==> src/verilog/ldoi2c_defs.vh <==
// Purpose : Shared constants of the regulator serial-bus target port.
// Assumes : Included by its bare name from every design file that needs it.
// Notes   : Definitions only; no logic lives here.
`ifndef LDOI2C_DEFS_VH
`define LDOI2C_DEFS_VH

// ----------------------------------------------------------------------------
// Register file geometry
// ----------------------------------------------------------------------------
`define LDOI2C_NUM_REGS       8
`define LDOI2C_DATA_W         8
`define LDOI2C_IDX_W          3
`define LDOI2C_REG_RESET      8'h00

// ----------------------------------------------------------------------------
// Bus addressing
// ----------------------------------------------------------------------------
`define LDOI2C_TARGET_ADDR    7'h08
`define LDOI2C_GCALL_ADDR     7'h00
`define LDOI2C_TENBIT_PREFIX  5'h1E
`define LDOI2C_RW_READ        1'b1
`define LDOI2C_BITS_PER_BYTE  4'h8

// ----------------------------------------------------------------------------
// Analog rail voltage code, in millivolts
// ----------------------------------------------------------------------------
`define LDOI2C_VOLT_BASE_MV   12'h9F6
`define LDOI2C_VOLT_STEP_MV   12'h032
`define LDOI2C_ANA_REG_IDX    3'h2
`define LDOI2C_ANA_CODE_LSB   5

`endif

==> src/verilog/ldoi2c_slave.v <==
// Purpose : Serial-bus target port giving a bus master access to eight
//           byte registers of the regulator chip.
// Assumes : scl and sda are already synchronous to clk_sys, which runs far
//           faster than the bus, so every bus edge spans many clocks.
// Notes   : sda is open drain; the port only ever pulls it low.
`timescale 1ns/1ps
`default_nettype none
`include "ldoi2c_defs.vh"

module ldoi2c_slave #(
  parameter [6:0] TARGET_ADDR = `LDOI2C_TARGET_ADDR,
  parameter [2:0] ANA_IDX     = `LDOI2C_ANA_REG_IDX,
  parameter       ANA_LSB     = `LDOI2C_ANA_CODE_LSB
) (
  // Clock and reset
  input  wire        clk_sys,
  input  wire        nrst,
  // Serial bus, clock from the master
  input  wire        scl,
  // Serial bus data, open drain
  input  wire        sda_in,
  output wire        sda_out,
  output reg         sda_oe,
  // Register contents for the regulators
  output wire [63:0] regs_flat,
  // Analog rail setting decoded from its code
  output reg  [11:0] analog_rail_mv,
  // Port status
  output wire        busy
);

  // ----------------------------------------------------------------------------
  // States, one-hot
  // ----------------------------------------------------------------------------
  localparam [9:0] ST_IDLE   = 10'h001;
  localparam [9:0] ST_ADDR   = 10'h002;
  localparam [9:0] ST_AACK   = 10'h004;
  localparam [9:0] ST_REG    = 10'h008;
  localparam [9:0] ST_RACK   = 10'h010;
  localparam [9:0] ST_WDATA  = 10'h020;
  localparam [9:0] ST_WACK   = 10'h040;
  localparam [9:0] ST_RDATA  = 10'h080;
  localparam [9:0] ST_MACK   = 10'h100;
  localparam [9:0] ST_IGNORE = 10'h200;

  // ----------------------------------------------------------------------------
  // Functions
  // ----------------------------------------------------------------------------
  // True when a received address header selects this port.
  function addr_match;
    input [6:0] hdr;
    begin
      addr_match = (hdr == TARGET_ADDR) &&
                   (hdr != `LDOI2C_GCALL_ADDR) &&
                   (hdr[6:2] != `LDOI2C_TENBIT_PREFIX);
    end
  endfunction

  // True when a register address names an implemented register.
  function in_range;
    input [7:0] ra;
    begin
      in_range = (ra[7:3] == 5'h00);
    end
  endfunction

  // Millivolts selected by a three-bit rail code.
  function [11:0] volt_mv;
    input [2:0] code;
    reg [11:0] steps;
    begin
      steps   = 12'h000;
      steps   = {9'h000, code} * `LDOI2C_VOLT_STEP_MV;
      volt_mv = `LDOI2C_VOLT_BASE_MV + steps;
    end
  endfunction

  // ----------------------------------------------------------------------------
  // Bus sampling and condition detection
  // ----------------------------------------------------------------------------
  reg        scl_q;
  reg        sda_q;
  reg  [9:0] state;
  reg  [3:0] bit_cnt;
  reg  [7:0] shift;
  reg  [7:0] reg_ptr;
  reg        rw_bit;
  reg        wr_en;
  reg  [7:0] wr_data;
  wire [7:0] rf_data;
  wire [7:0] rd_byte;
  wire       scl_rise;
  wire       scl_fall;
  wire       start_cond;
  wire       stop_cond;
  wire       byte_done;

  // Previous bus levels for edge and condition detection.
  always @(posedge clk_sys or negedge nrst) begin
    if (!nrst) begin
      scl_q <= 1'b1;
      sda_q <= 1'b1;
    end else begin
      scl_q <= scl;
      sda_q <= sda_in;
    end
  end

  // Data changing while the clock is high marks start or stop.
  assign scl_rise   = scl & ~scl_q;
  assign scl_fall   = ~scl & scl_q;
  assign start_cond = scl & scl_q & sda_q & ~sda_in;
  assign stop_cond  = scl & scl_q & ~sda_q & sda_in;
  assign byte_done  = (bit_cnt == `LDOI2C_BITS_PER_BYTE);
  assign sda_out    = 1'b0;
  assign busy       = (state != ST_IDLE);

  // Out-of-range pointers read back as zero.
  assign rd_byte = in_range(reg_ptr) ? rf_data : 8'h00;

  // ----------------------------------------------------------------------------
  // Transfer state machine
  // ----------------------------------------------------------------------------
  // Bits are taken on the rising clock; the line is changed on the falling
  // clock so the master never sees data move while the clock is high.
  always @(posedge clk_sys or negedge nrst) begin
    if (!nrst) begin
      state   <= ST_IDLE;
      bit_cnt <= 4'h0;
      shift   <= 8'h00;
      reg_ptr <= 8'h00;
      rw_bit  <= 1'b0;
      sda_oe  <= 1'b0;
      wr_en   <= 1'b0;
      wr_data <= 8'h00;
    end else begin
      wr_en <= 1'b0;
      if (start_cond) begin
        // Start or repeated start; the pointer is deliberately kept.
        state   <= ST_ADDR;
        bit_cnt <= 4'h0;
        sda_oe  <= 1'b0;
      end else if (stop_cond) begin
        // Stop frees the bus but keeps the pointer for a later read.
        state   <= ST_IDLE;
        bit_cnt <= 4'h0;
        sda_oe  <= 1'b0;
      end else begin
        case (state)
          ST_IDLE: begin
            sda_oe <= 1'b0;
          end
          ST_ADDR: begin
            if (scl_rise) begin
              shift   <= {shift[6:0], sda_in};
              bit_cnt <= bit_cnt + 4'h1;
            end else if (scl_fall && byte_done) begin
              bit_cnt <= 4'h0;
              rw_bit  <= shift[0];
              if (addr_match(shift[7:1])) begin
                state  <= ST_AACK;
                sda_oe <= 1'b1;
              end else begin
                state <= ST_IGNORE;
              end
            end
          end
          ST_AACK: begin
            if (scl_fall) begin
              if (rw_bit == `LDOI2C_RW_READ) begin
                // Read header: drive the first data bit at once.
                state  <= ST_RDATA;
                sda_oe <= ~rd_byte[7];
                shift  <= {rd_byte[6:0], 1'b1};
              end else begin
                state  <= ST_REG;
                sda_oe <= 1'b0;
              end
            end
          end
          ST_REG: begin
            if (scl_rise) begin
              shift   <= {shift[6:0], sda_in};
              bit_cnt <= bit_cnt + 4'h1;
            end else if (scl_fall && byte_done) begin
              bit_cnt <= 4'h0;
              reg_ptr <= shift;
              state   <= ST_RACK;
              sda_oe  <= 1'b1;
            end
          end
          ST_RACK: begin
            if (scl_fall) begin
              state  <= ST_WDATA;
              sda_oe <= 1'b0;
            end
          end
          ST_WDATA: begin
            if (scl_rise) begin
              shift   <= {shift[6:0], sda_in};
              bit_cnt <= bit_cnt + 4'h1;
            end else if (scl_fall && byte_done) begin
              bit_cnt <= 4'h0;
              wr_data <= shift;
              wr_en   <= in_range(reg_ptr);
              state   <= ST_WACK;
              sda_oe  <= 1'b1;
            end
          end
          ST_WACK: begin
            if (scl_fall) begin
              // Only one data byte per write; extra bytes are not taken.
              state  <= ST_IGNORE;
              sda_oe <= 1'b0;
            end
          end
          ST_RDATA: begin
            if (scl_rise) begin
              bit_cnt <= bit_cnt + 4'h1;
            end else if (scl_fall) begin
              if (byte_done) begin
                bit_cnt <= 4'h0;
                state   <= ST_MACK;
                sda_oe  <= 1'b0;
              end else begin
                sda_oe <= ~shift[7];
                shift  <= {shift[6:0], 1'b1};
              end
            end
          end
          ST_MACK: begin
            if (scl_rise && sda_in) begin
              // Master declined further data; leave the line alone.
              state  <= ST_IGNORE;
              sda_oe <= 1'b0;
            end else if (scl_fall) begin
              // Master asked for more: resend the same register.
              state  <= ST_RDATA;
              sda_oe <= ~rd_byte[7];
              shift  <= {rd_byte[6:0], 1'b1};
            end
          end
          ST_IGNORE: begin
            sda_oe <= 1'b0;
          end
          default: begin
            state  <= ST_IDLE;
            sda_oe <= 1'b0;
          end
        endcase
      end
    end
  end

  // ----------------------------------------------------------------------------
  // Register file
  // ----------------------------------------------------------------------------
  // The read index follows the pointer so the byte is ready long before the
  // falling clock that drives its first bit.
  ldoi2c_regfile #(
    .DEPTH  (`LDOI2C_NUM_REGS),
    .DATA_W (`LDOI2C_DATA_W),
    .IDX_W  (`LDOI2C_IDX_W)
  ) u_regfile (
    .clk_sys   (clk_sys),
    .nrst      (nrst),
    .wr_en     (wr_en),
    .wr_idx    (reg_ptr[2:0]),
    .wr_data   (wr_data),
    .rd_idx    (reg_ptr[2:0]),
    .rd_data   (rf_data),
    .regs_flat (regs_flat)
  );

  // ----------------------------------------------------------------------------
  // Analog rail voltage decode
  // ----------------------------------------------------------------------------
  // The rail code sits in a field of one register; decode it to millivolts.
  always @(posedge clk_sys or negedge nrst) begin
    if (!nrst) begin
      analog_rail_mv <= `LDOI2C_VOLT_BASE_MV;
    end else begin
      analog_rail_mv <= volt_mv(regs_flat[ANA_IDX*8 + ANA_LSB +: 3]);
    end
  end

endmodule
`default_nettype wire

==> src/verilog/ldoi2c_regfile.v <==
// Purpose : Eight byte-wide control registers with a registered read port.
// Assumes : Single clock, one write per cycle, writes already range-checked.
// Notes   : All contents are also exported flat for the regulator logic.
`timescale 1ns/1ps
`default_nettype none
`include "ldoi2c_defs.vh"

module ldoi2c_regfile #(
  parameter DEPTH  = `LDOI2C_NUM_REGS,
  parameter DATA_W = `LDOI2C_DATA_W,
  parameter IDX_W  = `LDOI2C_IDX_W
) (
  // Clock and reset
  input  wire                    clk_sys,
  input  wire                    nrst,
  // Write port
  input  wire                    wr_en,
  input  wire [IDX_W-1:0]        wr_idx,
  input  wire [DATA_W-1:0]       wr_data,
  // Read port
  input  wire [IDX_W-1:0]        rd_idx,
  output reg  [DATA_W-1:0]       rd_data,
  // Flat view of all registers
  output wire [DEPTH*DATA_W-1:0] regs_flat
);

  reg [DATA_W-1:0] mem [0:DEPTH-1];
  integer i;

  // ----------------------------------------------------------------------------
  // Storage and registered read
  // ----------------------------------------------------------------------------
  // Each register holds its byte until the port writes it again.
  always @(posedge clk_sys or negedge nrst) begin
    if (!nrst) begin
      for (i = 0; i < DEPTH; i = i + 1) begin
        mem[i] <= `LDOI2C_REG_RESET;
      end
      rd_data <= `LDOI2C_REG_RESET;
    end else begin
      if (wr_en) begin
        mem[wr_idx] <= wr_data;
      end
      rd_data <= mem[rd_idx];
    end
  end

  // Flatten the array so the regulator logic sees every setting.
  genvar g;
  generate
    for (g = 0; g < DEPTH; g = g + 1) begin : g_flat
      assign regs_flat[g*DATA_W +: DATA_W] = mem[g];
    end
  endgenerate

endmodule
`default_nettype wire

==> config.mk <==
export PLATFORM = sky130hd
export DESIGN_NAME = ldoi2c_slave
export DESIGN_NICKNAME = d
export VERILOG_FILES = /design/src/verilog/ldoi2c_slave.v /design/src/verilog/ldoi2c_regfile.v
export VERILOG_INCLUDE_DIRS = /design/src /design/src/verilog
export SDC_FILE = /design/constraint.sdc
export NUM_CORES = 1
export LEC_CHECK = 0
export ABC_AREA = 1
export BUFFER_PORTS_ARGS = -buffer_cell sky130_fd_sc_hd__buf_4
export CAP_MARGIN = 20
export CORE_ASPECT_RATIO = 0.75
export CORE_MARGIN = 2
export CORE_UTILIZATION = 58
export CTS_CLUSTER_SIZE = 30
export DETAILED_ROUTE_END_ITERATION = 10
export PLACE_DENSITY = 0.77
export SYNTH_ARGS = -nofsm -noshare
export SYNTH_HDL_FRONTEND = slang
export SYNTH_SLANG_ARGS = --single-unit
==> constraint.sdc <==
create_clock -name clk_sys -period 2.2 [get_ports clk_sys]
set_clock_uncertainty 0.1 [all_clocks]
set_input_delay 0.44 -clock clk_sys [delete_from_list [all_inputs] [get_ports clk_sys]]
set_output_delay 0.44 -clock clk_sys [all_outputs]
set_load 0.02 [all_outputs]
Word-level counts from Yosys, hierarchy flattened
Index checks and enable logic that the tools add are counted.
- bits in registers: 127
- bits of input ports: 4
- output and inout port bits: 79
- word-level logic and storage cells: 169
- $add $sub $neg: 2
- multiply operators: 1
- order comparisons: 2
- equal/unequal tests: 43
- mux-type cells: 64
- bitwise logic cells: 17
- reductions and logical operators: 20
- operators with widths (kind ; count):
    10-bit two-way mux ; 17
    8-bit two-way mux ; 13
    10-bit one-hot mux with 9 select lines ; 1
    64-bit bitwise mux ; 1
    4-bit != test, second input constant ; 13
    8-bit one-hot mux with 4 select lines ; 1
    4-bit two-way mux ; 7
    8-bit binary-select mux with 3-bit select ; 1
    8-bit demux with 3-bit select ; 1
    1-bit two-way mux ; 20
    5-bit != test, second input constant ; 4
    5-bit AND reduction ; 3
    2-bit != test, second input constant ; 7
    14-bit AND reduction ; 1
    12-bit by 9-bit adder with 12-bit output, first input constant ; 1
    11-bit AND reduction ; 1
    10-bit by 1-bit equality test with 1-bit output, second input constant ; 1
    10-bit equality test, second input constant ; 1
    10-bit by 2-bit equality test with 1-bit output, second input constant ; 1
    10-bit by 3-bit equality test with 1-bit output, second input constant ; 1
    10-bit by 4-bit equality test with 1-bit output, second input constant ; 1
    10-bit by 5-bit equality test with 1-bit output, second input constant ; 1
    10-bit by 6-bit equality test with 1-bit output, second input constant ; 1
    10-bit by 7-bit equality test with 1-bit output, second input constant ; 1
    27 further kinds ; 49

Longest topological paths before layout
- word-level depth: 9
- gate-level depth with buffers: 13
- depth with buffers taken out: 13

Hierarchy
Synthesis repeated with hierarchy kept, for this count alone.
- cell total of the unflattened synthesis: 869
- area, all modules: 6677.7 um2
- by module, submodules not included (module ; instances ; cells each ; area each (um2) ; seq. area each (um2)):
    ldoi2c_regfile ; 1 ; 447 ; 3389.5 ; 1801.7
    ldoi2c_slave ; 1 ; 422 ; 3288.2 ; 1313.8

Least setup slack after synthesis
Ideal clock, no wire load.
- path kind: register to register
- start: register scl_q
- end: register state[8]
- setup time: 0.074 ns
- arrival: 1.754 ns
- data required time: 2.026 ns
- slack: 0.272 ns
- cell stages (with the launch flop): 12
- path buffers: 2
- clock period less this slack: 1.928 ns
- cells stage by stage: dfstp_2 > ha_1 > nand3_4 > nand2_4 > inv_2 > buf_6 > nand2_1 > nand2_2 > nor2_4 > buf_8 > nand2_1 > o21ai_2
- cells in the longest elaborated chain, start to end: 7
- elaborated cells between the ends (all ways): 29
- classes of those cells: 14 x eq/ne; 4 x mux; 8 x bitwise; 3 x reduce/logical
- ends and longest elaborated chain (what ; line ; RTL):
    start: declaration ; ldoi2c_slave.v:81 ; reg scl_q;
    start signal: assignment ; ldoi2c_slave.v:104 ; scl_q <= scl;
    1-bit NOT ; ldoi2c_slave.v:110 ; assign scl_rise = scl & ~scl_q;
    1-bit bitwise AND ; ldoi2c_slave.v:110 ;
    1-bit logical AND ; ldoi2c_slave.v:232 ; if (scl_rise && sda_in) begin
    10-bit two-way mux ; ldoi2c_slave.v:232 ;
    10-bit one-hot mux with 9 select lines ; ldoi2c_slave.v:149 ; case (state)
    10-bit two-way mux ; ldoi2c_slave.v:143 ; end else if (stop_cond) begin
    10-bit two-way mux ; ldoi2c_slave.v:138 ; if (start_cond) begin
    end signal: assignment ; ldoi2c_slave.v:140 ; state <= ST_ADDR;
    end signal: assignment ; ldoi2c_slave.v:145 ; state <= ST_IDLE;
    end signal: assignment ; ldoi2c_slave.v:234 ; state <= ST_IGNORE;
    end: declaration ; ldoi2c_slave.v:83 ; reg [9:0] state;
Several ways; a longest one is shown, not always the timed one.
A chain may end at the register's enable or synchronous reset.

Final worst setup path
- start: register state[9]
- end: output busy
- cells in the longest elaborated chain, start to end: 1
- ends and longest elaborated chain (what ; line ; RTL):
    start signal: assignment ; ldoi2c_slave.v:128 ; state <= ST_IDLE;
    start signal: assignment ; ldoi2c_slave.v:140 ;
    start signal: assignment ; ldoi2c_slave.v:145 ;
    10-bit by 1-bit != test with 1-bit output ; ldoi2c_slave.v:116 ; assign busy = (state != ST_IDLE);
    end: declaration ; ldoi2c_slave.v:29 ; output wire busy
Every way passes these cells.

==> metrics.cfg <==
[die]
ios = 83
start_util_pct = 59.5
die_w_um = 123
die-area_mm2 = 0.0114
core_mm2 = 0.0103
die_h_um = 93.0
rows = 32

[clocking]
htree_levels = 4
post_cts_buffers = 0
clk_pin_slew_worst_paths_ns = 0.06
cts_tree = built
clockBufferDepth = 2
cts_root_buf = clkbuf_16
cts_num_sinks = 124
clk-insertion-delay-late_ns = 0.42
cts_buffers = 17

[status]
outcome = completed

[setup_path]
crit_required_ns = 1.66
crit_path_start_kind = flop
critical_path_peak_fanout = 6
path_delay_family = simple AND/OR/NAND/NOR gates
end_kind = output port
max_stage_delay_ns = 0.42
path_buf_inv = 1
worstPathCellList = nor2_4, nand2_1, nand3b_4, buf_4
slowest_stage = dfrtp_1
critical_path_arrival_ns = 1.55
rr_worst_depth = 10
path_depth = 4
criticalPathCategory = reg2out

[timing]
fmax_ghz = 0.478
final_max_slew_viol_count = 0
setup_viol = 0
final_hold_viol_count = 0
worst_pin_slew_ns = 0.591
max-slew-margin-rel_pct = 60.3
finalCriticalPeriod_ns = 2.09
period_share_pct = 95.0
rsz0062_at_grt = false
fin_ws_ns = 0.110

[global_route]
antenna_found_initial = 0
grt_use_total_pct = 31.9
grt_pass1_wl_um = 27400
grt_pass1_vias = 5264
grt_max_degree = 45
gr-total-overflow = 0

[finish]
antenna_cells = 0
area_growth_pct = 24.6
multi_input_area_mm2 = 0.00268
regArea_mm2 = 0.00312
layout.nets = 848
fillers = 751
stdcell_count = 980
finalCoreUtilization_pct = 74.1
drive_gt1_share_pct = 22.3

[synthesis]
synth_edf_count = 0
synth.avg_cell_area_um2 = 8.32
synthFlopType = dfrtp_1
yosysWarnings = 0
synth_cell_types = 37
syn_area_mm2 = 0.00612
synth_most_common_cell = nand2_1
syn-instance-count = 736
seq_area_frac_synth_pct = 50.9
yosys-top-cells-area = dfrtp_1, nand2_1, o21ai_0, nor2_1, dfstp_2
yosysTopAreaCell = dfrtp_1
synthArstFlopShare_pct = 100
yosys_register_bits = 124
yosys-top-cells-count = nand2_1, dfrtp_1, o21ai_0, nor2_1, inv_1
synth_top_area_share_pct = 46.6

[placed_design]
port_buffers = 78
dpl.hpwl_um = 12000
post-place-ws_ns = -0.0305
dp_cells = 944
gp_congestion = 0.940

[route]
via_per_inst = 5.79
routed_wl_um = 17100
drt_iter0_drc = 483
postRouteAntennaNets = 0
routedWlPerCell_um = 17.5
num_vias = 5670
route.detailed.drc = 0
dr.pass1.iters = 5

[pwr]
vdd_drop_max_mv = 0.602
power_density_mw_per_mm2 = 852
p_leak_nw = 3.72

[min_path]
hold_path_class = in2reg
whs_path_depth = 1

[job]
cap_violations = 0

[state kept, by name, indices dropped and copies added (netlist names), 4 cells and up]
name / cells
u_regfile.regs_flat: 64
state: 10
analog_rail_mv: 9
reg_ptr: 8
shift: 8
u_regfile.rd_data: 8
wr_data: 8
bit_cnt: 4
[kinds of logic (layout without fill, tap and decap cells)]
group / Yosys count / in the layout / synth area share, %
AOI/OAI and AO/OA: 162 / 162 / 14.7
xor gates and xnor gates: 8 / 8 / 1.14
adders and majority gates: 13 / 13 / 2.66
buffers and inverters: 98 / 202 / 6.85
DFF: 124 / 124 / 50.9
other: 2 / 4 / 0.123
and+or+nand+nor: 329 / 331 / 23.7
[final timing paths]
path,startpoint,end,slack (ns)
worst min register to register,wr_data[2],wr_data[2],0.40
max in group asynchronous,nrst,analog_rail_mv[5],0.97
worst max-delay path,state[9],busy,0.11
worst max register to register,scl_q,shift[3],0.14
min in group asynchronous,nrst,analog_rail_mv[3],0.36
worst min-delay path,scl,scl_q,0.06
[placed cells by master (no fill, tap or decap), types with 7 or more instances in the layout]
cell type and n:
a21oi_1 20, dfrtp_1 114, dfstp_2 10, ha_1 11, nand3_1 28, buf_4 90, nand2_1 167, nor2_2 10
nor2_1 85, nand2_2 12, o21ai_2 7, nand4_1 9, a221oi_1 7, clkbuf_16 17, o21ai_0 110, inv_1 69
[layer usage]
layer  global-route usage (%)  up-vias  wire length [um]
met5                        0        -                 0
met4                     11.1        0               354
met3                     6.89       40              1530
met2                     45.6      310              7650
met1                     48.3     2717              7610
li1                         -     2603                 -
[power by group]
part	internal (mW)	total (mW)	switching, mW
registers	2.37	2.44	0.0671
clock network	1.91	3.02	1.10
logic	0.323	1.04	0.721
total	4.61	6.50	1.89
[worst reg2reg max path, stage by stage (launching register included)]
cell and delay, ns:
dfstp_2 0.57, inv_1 0.05, ha_2 0.22, buf_4 0.16
o21ai_0 0.14, nand2_1 0.12, nor2_2 0.12, nand2_2 0.14
nor2_2 0.23, nand2_1 0.08, nand2_1 0.06
[area by class of cell]
class,count,share of cell area [%]
Multi-Input combinational cell,518,35.1
Tap cell,136,2.23
Sequential cell,124,40.8
Inverter,75,3.69
Timing Repair Buffer,95,9.84
Clock inverter,15,2.76
Clock buffer,17,5.58
[metrics by stage]
step | cell area, um2 | hold WS, ns | TNS (ns) | power, mW
after floorplan | 6130 | 0.0444 | 0 | 3.15
after global placement | 6900 | 0.260 | 0 | 3.43
after detailed placement | 6900 | 0.263 | -0.133 | 3.45
after CTS | 7570 | 0.0432 | 0 | 6.46
after global routing | 7630 | 0.0548 | 0 | 6.72
final | 7630 | 0.0645 | 0 | 6.50
[repair_timing]
item | CTS | global route
hold buffers | 1 | 0
hold endpoints to repair | 18 | 0
pin swaps | 1 | 1
cloned | 1 | 1
gates resized for setup | 2 | 14
endpoints found under the setup margin | 8 | 30
(Power assumes the default switching activity.)
